**src/common/tsi_consts.vh**
```
// Purpose: Constants for the touch stage interrupt status block.
// Assumes: Registers are 16 bits wide, eight stages in the low byte.
// Notes: Offsets are register addresses on the device's internal register port.
`ifndef TSI_CONSTS_VH
`define TSI_CONSTS_VH
`define TSI_ADDR_W           10
`define TSI_DATA_W           16
`define TSI_STAGES           8
`define TSI_ADDR_HIGH_EN     10'h006
`define TSI_ADDR_DONE_EN     10'h007
`define TSI_ADDR_LOW_FLAGS   10'h008
`define TSI_ADDR_HIGH_FLAGS  10'h009
`define TSI_ADDR_LOW_EN      10'h005
`define TSI_RESET_ENABLE     8'h00
`define TSI_RESET_FLAGS      8'h00
`endif

```
**src/tsi_limit_flags.v**
```verilog
// Purpose: Eight sticky limit flags that self-clear on readback.
// Assumes: All inputs come from logic on sys_clk_in.
// Notes: A flag whose limit is still exceeded survives the read.
`timescale 1ns/1ns
`include "tsi_consts.vh"
module tsi_limit_flags #(
    parameter STAGES = `TSI_STAGES
) (
    input  wire              sys_clk_in,
    input  wire              rst_b_in,
    input  wire [STAGES-1:0] exceed_in,
    input  wire              read_clear_in,
    output reg  [STAGES-1:0] flags_out
);
    wire [STAGES-1:0] next_flags;
    genvar g;
    generate
        for (g = 0; g < STAGES; g = g + 1) begin : g_flag
            assign next_flags[g] = exceed_in[g] | (flags_out[g] & ~read_clear_in);
        end
    endgenerate

    always @(posedge sys_clk_in or negedge rst_b_in) begin
        if (!rst_b_in) begin
            flags_out <= {STAGES{1'b0}};
        end else begin
            flags_out <= next_flags;
        end
    end
endmodule // tsi_limit_flags

```
**src/tsi_irq_status.v**
```verilog
// Purpose: Per-stage interrupt enables, limit status flags and interrupt output.
// Assumes: The register port and event inputs come from logic on sys_clk_in.
// Notes: Read data is registered; a read of a flag register clears its flags in the same edge it loads rd_data_out.
// Behaviour
// - Enabled completion asserts interrupt output.
// - Disabled completion ignored; enables reset zero.
// - Low threshold exceeded sets low flag.
// - High threshold exceeded sets high flag.
// - Read clears flags unless still exceeded.
// - Limit flags read-only, zero after reset.
// - Enabled high limit asserts interrupt.
// - Enabled low limit asserts interrupt.
`timescale 1ns/1ns
`include "tsi_consts.vh"
module tsi_irq_status #(
    parameter STAGES = `TSI_STAGES
) (
    input  wire                     sys_clk_in,
    input  wire                     rst_b_in,
    input  wire [`TSI_ADDR_W-1:0]   addr_in,
    input  wire                     wr_en_in,
    input  wire                     rd_en_in,
    input  wire [`TSI_DATA_W-1:0]   wr_data_in,
    output reg  [`TSI_DATA_W-1:0]   rd_data_out,
    output reg                      rd_hit_out,
    input  wire [STAGES-1:0]        stage_done_in,
    input  wire [STAGES-1:0]        low_exceed_in,
    input  wire [STAGES-1:0]        high_exceed_in,
    output reg                      irq_b_out
);
    reg  [STAGES-1:0]      done_en;
    reg  [STAGES-1:0]      low_en;
    reg  [STAGES-1:0]      high_en;
    reg  [STAGES-1:0]      done_pend;
    reg  [STAGES-1:0]      next_done_en;
    reg  [STAGES-1:0]      next_low_en;
    reg  [STAGES-1:0]      next_high_en;
    reg  [STAGES-1:0]      next_done_pend;
    wire [STAGES-1:0]      low_flags;
    wire [STAGES-1:0]      high_flags;
    wire [STAGES-1:0]      stage_src;
    reg  [`TSI_DATA_W-1:0] next_rd_data;
    reg                    next_hit;
    reg                    next_irq_b;

    // One select bit per mapped register; an unmapped address selects nothing.
    localparam SEL_LOW_EN     = 0;
    localparam SEL_HIGH_EN    = 1;
    localparam SEL_DONE_EN    = 2;
    localparam SEL_LOW_FLAGS  = 3;
    localparam SEL_HIGH_FLAGS = 4;
    localparam SEL_W          = 5;

    function [STAGES-1:0] low_byte;
        input [`TSI_DATA_W-1:0] d;
        begin
            low_byte = d[STAGES-1:0];
        end
    endfunction

    // Only the low byte is stored, so stray upper bits from the host never come back on a read.
    function [STAGES-1:0] enable_update;
        input [STAGES-1:0]      cur;
        input                   hit;
        input [`TSI_DATA_W-1:0] d;
        begin
            if (hit) begin
                enable_update = low_byte(d);
            end else begin
                enable_update = cur;
            end
        end
    endfunction

    function [SEL_W-1:0] reg_select;
        input [`TSI_ADDR_W-1:0] a;
        begin
            reg_select = {SEL_W{1'b0}};
            case (a)
                `TSI_ADDR_LOW_EN: begin
                    reg_select[SEL_LOW_EN] = 1'b1;
                end
                `TSI_ADDR_HIGH_EN: begin
                    reg_select[SEL_HIGH_EN] = 1'b1;
                end
                `TSI_ADDR_DONE_EN: begin
                    reg_select[SEL_DONE_EN] = 1'b1;
                end
                `TSI_ADDR_LOW_FLAGS: begin
                    reg_select[SEL_LOW_FLAGS] = 1'b1;
                end
                `TSI_ADDR_HIGH_FLAGS: begin
                    reg_select[SEL_HIGH_FLAGS] = 1'b1;
                end
                default: begin
                    reg_select = {SEL_W{1'b0}};
                end
            endcase
        end
    endfunction

    wire [SEL_W-1:0] addr_sel = reg_select(addr_in);
    wire [SEL_W-1:0] wr_sel   = addr_sel & {SEL_W{wr_en_in}};
    wire [SEL_W-1:0] rd_sel   = addr_sel & {SEL_W{rd_en_in}};
    wire             rd_low   = rd_sel[SEL_LOW_FLAGS];
    wire             rd_high  = rd_sel[SEL_HIGH_FLAGS];

    tsi_limit_flags #(.STAGES(STAGES)) u_low (
        .sys_clk_in    (sys_clk_in),
        .rst_b_in      (rst_b_in),
        .exceed_in     (low_exceed_in),
        .read_clear_in (rd_low),
        .flags_out     (low_flags)
    );

    tsi_limit_flags #(.STAGES(STAGES)) u_high (
        .sys_clk_in    (sys_clk_in),
        .rst_b_in      (rst_b_in),
        .exceed_in     (high_exceed_in),
        .read_clear_in (rd_high),
        .flags_out     (high_flags)
    );

    always @* begin
        next_done_en = enable_update(done_en, wr_sel[SEL_DONE_EN], wr_data_in);
        next_low_en  = enable_update(low_en, wr_sel[SEL_LOW_EN], wr_data_in);
        next_high_en = enable_update(high_en, wr_sel[SEL_HIGH_EN], wr_data_in);
    end

    always @(posedge sys_clk_in or negedge rst_b_in) begin
        if (!rst_b_in) begin
            done_en <= `TSI_RESET_ENABLE;
            low_en  <= `TSI_RESET_ENABLE;
            high_en <= `TSI_RESET_ENABLE;
        end else begin
            done_en <= next_done_en;
            low_en  <= next_low_en;
            high_en <= next_high_en;
        end
    end

    // Completion is a pulse, so it is held until a write of the enable register acknowledges it.
    // A pulse in the same cycle as that write survives, since dropping it would hide a finished stage.
    // Completion latched, set wins.
    always @* begin
        if (wr_sel[SEL_DONE_EN]) begin
            next_done_pend = stage_done_in;
        end else begin
            next_done_pend = done_pend | stage_done_in;
        end
    end

    always @(posedge sys_clk_in or negedge rst_b_in) begin
        if (!rst_b_in) begin
            done_pend <= {STAGES{1'b0}};
        end else begin
            done_pend <= next_done_pend;
        end
    end

    // Each stage folds its three enabled sources into one request bit.
    genvar g;
    generate
        for (g = 0; g < STAGES; g = g + 1) begin : g_src
            assign stage_src[g] = (done_en[g] & done_pend[g]) |
                                  (high_en[g] & high_flags[g]) |
                                  (low_en[g] & low_flags[g]);
        end
    endgenerate

    always @* begin
        next_rd_data = {`TSI_DATA_W{1'b0}};
        next_hit     = 1'b1;
        case (addr_in)
            `TSI_ADDR_LOW_EN: begin
                next_rd_data[STAGES-1:0] = low_en;
            end
            `TSI_ADDR_HIGH_EN: begin
                next_rd_data[STAGES-1:0] = high_en;
            end
            `TSI_ADDR_DONE_EN: begin
                next_rd_data[STAGES-1:0] = done_en;
            end
            `TSI_ADDR_LOW_FLAGS: begin
                next_rd_data[STAGES-1:0] = low_flags;
            end
            `TSI_ADDR_HIGH_FLAGS: begin
                next_rd_data[STAGES-1:0] = high_flags;
            end
            default: begin
                next_hit = 1'b0;
            end
        endcase
    end

    // Read data stands until the next read, so the host may sample it late.
    always @(posedge sys_clk_in or negedge rst_b_in) begin
        if (!rst_b_in) begin
            rd_data_out <= {`TSI_DATA_W{1'b0}};
            rd_hit_out  <= 1'b0;
        end else if (rd_en_in) begin
            rd_data_out <= next_rd_data;
            rd_hit_out  <= next_hit;
        end
    end

    always @* begin
        next_irq_b = ~(|stage_src);
    end

    // The pin is registered so that a glitch in the source logic never reaches the host.
    always @(posedge sys_clk_in or negedge rst_b_in) begin
        if (!rst_b_in) begin
            irq_b_out <= 1'b1;
        end else begin
            irq_b_out <= next_irq_b;
        end
    end
endmodule // tsi_irq_status

```
**config.mk**
```make
export PLATFORM = sky130hd
export DESIGN_NAME = tsi_irq_status
export DESIGN_NICKNAME = d
export VERILOG_FILES = /design/src/tsi_limit_flags.v /design/src/tsi_irq_status.v
export VERILOG_INCLUDE_DIRS = /design/src /design/src/common
export SDC_FILE = /design/constraint.sdc
export NUM_CORES = 1
export LEC_CHECK = 0
export BUFFER_PORTS_ARGS = -buffer_cell sky130_fd_sc_hd__buf_2
export CORE_UTILIZATION = 25
export CTS_CLUSTER_DIAMETER = 30
export CTS_CLUSTER_SIZE = 25
export DETAILED_ROUTE_END_ITERATION = 12
export MAX_ROUTING_LAYER = met4
export PLACE_DENSITY = 0.45
export RECOVER_POWER = 50
export SLEW_MARGIN = 20
export SYNTH_ARGS = -nofsm -noshare
export SYNTH_HDL_FRONTEND = slang
export SYNTH_HIERARCHICAL = 1
export SYNTH_SLANG_ARGS = --single-unit
export TNS_END_PERCENT = 100
```
**constraint.sdc**
```tcl
create_clock -name sys_clk_in -period 1.6 [get_ports sys_clk_in]
set_input_delay 0.32 -clock sys_clk_in [delete_from_list [all_inputs] [get_ports sys_clk_in]]
set_output_delay 0.32 -clock sys_clk_in [all_outputs]
set_load 0.01 [all_outputs]
```
# Word-level counts from Yosys, hierarchy flattened
# Cells that the tools add are included.
[word_totals]
output_inout_bits = 18
elab_cells = 102
input_bits = 54
regBits = 58
[op_classes]
bitwise_logic = 78
reduce_logical = 2
eq_ne = 5
n_mux = 8
[op_table]
columns = ["op", "count"]
rows = [
  ["$and 1x1->1", 40],
  ["$pmux 8 s5", 1],
  ["$or 1x1->1", 32],
  ["$eq 10x3->1 const B", 3],
  ["$eq 10x4->1 const B", 2],
  ["$mux 8", 1],
  ["$or 8x8->8", 1],
  ["$reduce_or 8->1", 1],
  ["$mux 1", 6],
  ["$and 5x5->5", 1],
  ["$reduce_or 5->1", 1],
  ["$and 3x3->3", 1],
  ["$not 1->1", 3],
]

# Longest topological paths before layout
[logic_depth]
depth_word = 6
ltp_mapped = 7
depth_no_buf = 6

# By module
# Netlist, hierarchy kept.
[by_module_without_submodules]
columns = ["module", "seq_area_each_um2", "area_each_um2", "instances", "cells_each"]
rows = [
  ["tsi_irq_status", 1052.3, 2112.0, 1, 167],
  ["tsi_limit_flags", 200.2, 264.0, 2, 17],
]

# Worst setup path before layout
# OpenSTA, ideal clock, no wires.
[synth_path]
path_kind = "in2reg"
startpoint = "input addr_in[5]"
endpoint = "register done_en[6]"
arrival_ns = 1.917
path_slack_ns = -0.442
n_path_buf = 1
path_stages = 5
setup_time_ns = 0.125
required_ns = 1.475
path_cell_list = "or4_4 nor4_4 nand4_4 buf_6 mux2_4"
[synth_via]
elab_chain_cells = 3
[synth_lines]
columns = ["element", "line", "source"]
rows = [
  ["start: declaration", "tsi_irq_status.v:20", "input wire [`TSI_ADDR_W-1:0] addr_in,"],
  ["$eq 10x3->1", "tsi_irq_status.v:79", "case (a)"],
  ["$mux 1", "tsi_irq_status.v:79", ""],
  ["$and 3x3->3", "tsi_irq_status.v:103", "wire [SEL_W-1:0] wr_sel = addr_sel & {SEL_W{wr_en_in}};"],
  ["end signal: assignment", "tsi_irq_status.v:132", "done_en <= `TSI_RESET_ENABLE;"],
  ["end signal: assignment", "tsi_irq_status.v:136", "done_en <= next_done_en;"],
  ["end: declaration", "tsi_irq_status.v:31", "reg [STAGES-1:0] done_en;"],
]
# No other way between the ends.
# A chain may end at the register's enable or synchronous reset.

# Final worst setup path
[layout_path]
startpoint = "input addr_in[5]"
endpoint = "register high_en[1] (netlist: enable_update.cur[1])"
[layout_via]
elab_chain_cells = 3
[layout_lines]
columns = ["element", "line", "source"]
rows = [
  ["$eq 10x3->1", "tsi_irq_status.v:79", ""],
  ["$mux 1", "tsi_irq_status.v:79", ""],
  ["$and 3x3->3", "tsi_irq_status.v:103", ""],
  ["end signal: assignment", "tsi_irq_status.v:134", "high_en <= `TSI_RESET_ENABLE;"],
  ["end signal: assignment", "tsi_irq_status.v:138", "high_en <= next_high_en;"],
  ["end: declaration", "tsi_irq_status.v:33", "reg [STAGES-1:0] high_en;"],
]
# No other way between the ends.

==> impl_results.md <==
- Clock Path Buffers: 2
- Max layer used: met4
- Peak VDD IR: 285.1 µV
- CTS buffer count: 9
- Logic gate share of total power: about 8%
- Ys Warns: 6
- Cell count after synthesis: 201
- All-Layer GR Usage: between 10% and 20%
- Final WS setup: -0.1216 ns
- Die Wd: roughly 100 µm
- Finished Cell Area: between 3000 and 4000 µm²
- WP depth: 6
- Final Hold Fails: 0
- Worst EP required: approximately 1.8 ns
- Worst Path Arrival: a little under 2 ns
- Power share of the clock group: about two fifths
- Post-synthesis simple-gate area fraction: 7.867%
- Port bufs: 55
- GP Congestion: approximately 0.74
- Synthesized area: 2640 µm²
- Seq pwr share: 50.4%
- Critical Path Start Type: input pin
- Top_reg_cell synth: dfrtp_1
- Failing checks: setup timing
- Initial antenna violation count: 0
- Outcome: finished with violations
- Fin crit share: 107.6%
- CP Cell Sequence: buf_6, or4_4, nor4_4, buf_4, nand3_4, mux2_2
- Crit path largest cell delay: between 0.5 and 0.6 ns
- Final ANT Viol Nets: 0
- Slew @ Worst Pin: between 0.8 and 0.9 ns
- Metal2 WL: about 3.2 mm
- NumNets Final: roughly 330
- Largest net degree at the start of global routing: 59
- Post-synthesis sequential area ratio: approximately 55%
- FFs w/ async S/R, synth: 100.0%
- Lkg Pwr: approximately 1.6 nW
- PwrDens: 863.6 nW/µm²
- Final HPWL DP: between 5 and 6 mm
- Hold Path Depth: 2
- Rows: 37
- Post-synthesis register bit count: just under 60
- First-pass GRT wire length: 11.35 mm
- Met1 Wirelength: approximately 3.3 mm
- Crit Path Category: in -> reg
- Adder-Cell Fraction of Synth Area: 0%
- Synth unique cells: 32
- Worst Hold Class: in -> reg
- Main combinational cell family by area after synthesis: compound AO/OA/AOI/OAI gates
- TritonCTS clock tree: built
- Critical path's top delay family: simple AND/OR/NAND/NOR gates
- DRC marker count from the first detailed-route iteration: around 150
- Area of the die: about 11000 µm²
- Area grow syn2layout: 30.24%
- IO Count: 72
- Max frequency: about 0.58 GHz
- Number of synthesized flops with an enable pin: 0
- Cell Area, Placed: about 3200 µm²
- Via count: around 1900
- Crit. End Element: flop
- NetSw: between 0.0006 and 0.0007 W
- RSZ-0062 raised after global routing: yes
- CTS H-Tree Depth: 3
- Worst-case reg-to-reg path depth: 4
- Minimum clock period: 1.722 ns
- CP Buf/Inv Count: 2
- Core ar.: around 10000 µm²
- GR Overflow Total: 0
- Drt drc: 0
- Max-Cap Viols: 0
- WL met3: 272 µm
- ANT cells: 0
- CP max-delay cell: or4_4
- XOR/XNOR Fraction of Synth Area: 0%
- Max transition margin: 46.47%
- Vias per inst: 4.603
- Clk Latency, worst-skew pair: approximately 0.34 ns
- Post-synthesis mux area share: approximately 15%
- Root buf cell: clkbuf_8
- Clk slew on worst S/H paths: about 0.06 ns
- Detailed Route WL: ~7 mm
- Post-Syn Area per Cell: ~13 µm²
- TritonRoute pass-1 iters: 4
- Internal power: between 0.002 and 0.0025 W
- Final setup vio count: 34
- CP Max Fanout: 8
- Skew final: around 0.0056 ns
- Final total power: 0.002969 W
- # clock sinks: just under 60
- Compound-Gate Fraction of Synth Area: 18.20%
- Pre-CTS setup slack: -0.5719 ns
- Net Sw Frac: a little under a quarter
- Vias in the first global route: approximately 2100
- Chip height: between 100 and 150 µm
- Routed wire per std cell: between 15 and 20 µm
- Initial Utilization: 25.69%
- Layout cell share with drive strength beyond 1: a little under half
- Fin. max-slew vios: 0
[metrics by stage]
step                instances  hold slack, ns  TNS (ns)  utilization (%)
floorplan                 208         0.02441    -15.73                -
global placement          403          0.3538    -25.67            31.07
detailed placement        403          0.3531    -27.23            31.07
CTS                       421          0.1392    -2.361            33.44
global route              421          0.1410    -4.109            33.46
finish                    421          0.1584    -2.573            33.46
[flip-flops by register name (all words and copies together), names as in the netlist]
name / count
rd_hit_out: 1
u_high/flags_out: 8
irq_b_out: 1
low_en: 8
u_low/flags_out: 8
enable_update.cur: 8
done_en: 8
done_pend: 8
rd_data_out: 8
[cells in the mapped netlist, drive strengths merged, types with 2 or more instances]
| cell | count | area, µm² |
|---|---|---|
| buf | 9 | 71.32 |
| a22o | 2 | 17.52 |
| mux2i | 6 | 60.06 |
| a21o | 25 | 187.7 |
| clkbuf | 8 | 30.03 |
| nor4 | 2 | 27.53 |
| inv | 3 | 11.26 |
| nor2b | 9 | 56.30 |
| a221o | 8 | 80.08 |
| and3 | 2 | 12.51 |
| o22ai | 6 | 37.54 |
| mux2 | 28 | 322.8 |
| nand2b | 2 | 12.51 |
| a22oi | 18 | 135.1 |
| dfrtp | 57 | 1426 |
| nand3 | 2 | 20.02 |
| nand4 | 4 | 40.04 |
[power by group through the flow]
stage	clock, W	combinational (W)	sequential, W
floorplan	0	0.0000901	0.00153
global placement	0	0.000232	0.00152
detailed placement	0	0.000233	0.00152
CTS	0.00129	0.000242	0.00150
global route	0.00135	0.000260	0.00150
finish	0.00124	0.000231	0.00150
[area by class of cell]
cell class	count	area, µm²
fillers	1101	6839
flip-flops and latches	58	1453
multi-input cells	130	1144
repair buffers	78	473.0
clock buffers	14	172.7
well taps	136	170.2
inverters	3	16.27
clock inverters	2	10.01
[worst register-to-register path: stages (launching register included)]
cell and delay [ns]:
dfrtp_1 0.41, mux2_2 0.28, a22o_1 0.20, and3_1 0.18, a221o_1 0.25
[final timing paths]
| check | startpoint | end | slack [ns] |
|---|---|---|---|
| worst max register to register | done_en[7]$_DFFE_PN0P_ | rd_data_out[7]$_DFFE_PN0P_ | 0.18 |
| min in group asynchronous | rst_b_in | rd_data_out[2]$_DFFE_PN0P_ | 0.72 |
| max in group asynchronous | rst_b_in | u_high/flags_out[6]$_DFF_PN0_ | 0.36 |
| worst min register to register | done_pend[7]$_DFF_PN0_ | done_pend[7]$_DFF_PN0_ | 0.48 |
| worst min-delay path | low_exceed_in[3] | u_low/flags_out[3]$_DFF_PN0_ | 0.16 |
| worst max-delay path | addr_in[5] | enable_update.cur[1]$_DFFE_PN0P_ | -0.12 |
[cell families after synthesis]
kind of cell | Yosys count
other | 1
multiplexers | 34
AO/OA/AOI/OAI | 61
flip-flops | 58
AND/OR/NAND/NOR | 27
buffers and inverters | 20
[cell usage in the layout (no fill, tap or decap), types with 2 or more instances in the layout]
cell type,count
clkinv_2,2
clkbuf_8,12
a221o_1,8
nor4_4,2
nand3_4,2
a21o_1,25
a22o_1,2
clkbuf_1,2
buf_2,54
conb_1,8
o22ai_1,6
inv_4,2
nand2b_1,2
nand4_1,3
mux2i_1,6
buf_6,2
mux2_4,2
nor2b_1,8
a22oi_1,18
dfrtp_1,57
buf_4,19
and3_1,2
mux2_2,26
[repair_timing]
action | CTS | global route
pin swaps | 3 | 1
buffers inserted | 1 | 0
resized for setup | 10 | 3
setup endpoints to repair | 50 | 51
hold buffers | 1 | 0
endpoints found under the hold margin | 57 | 0
[layer usage]
metal  vias to the layer above  global-route usage [%]
met4                         0                   5.734
li1                        913                       -
met2                        56                   21.38
met1                       960                   19.21
met5                         -                       -
met3                         9                   3.493
(Power assumes the default switching activity.)
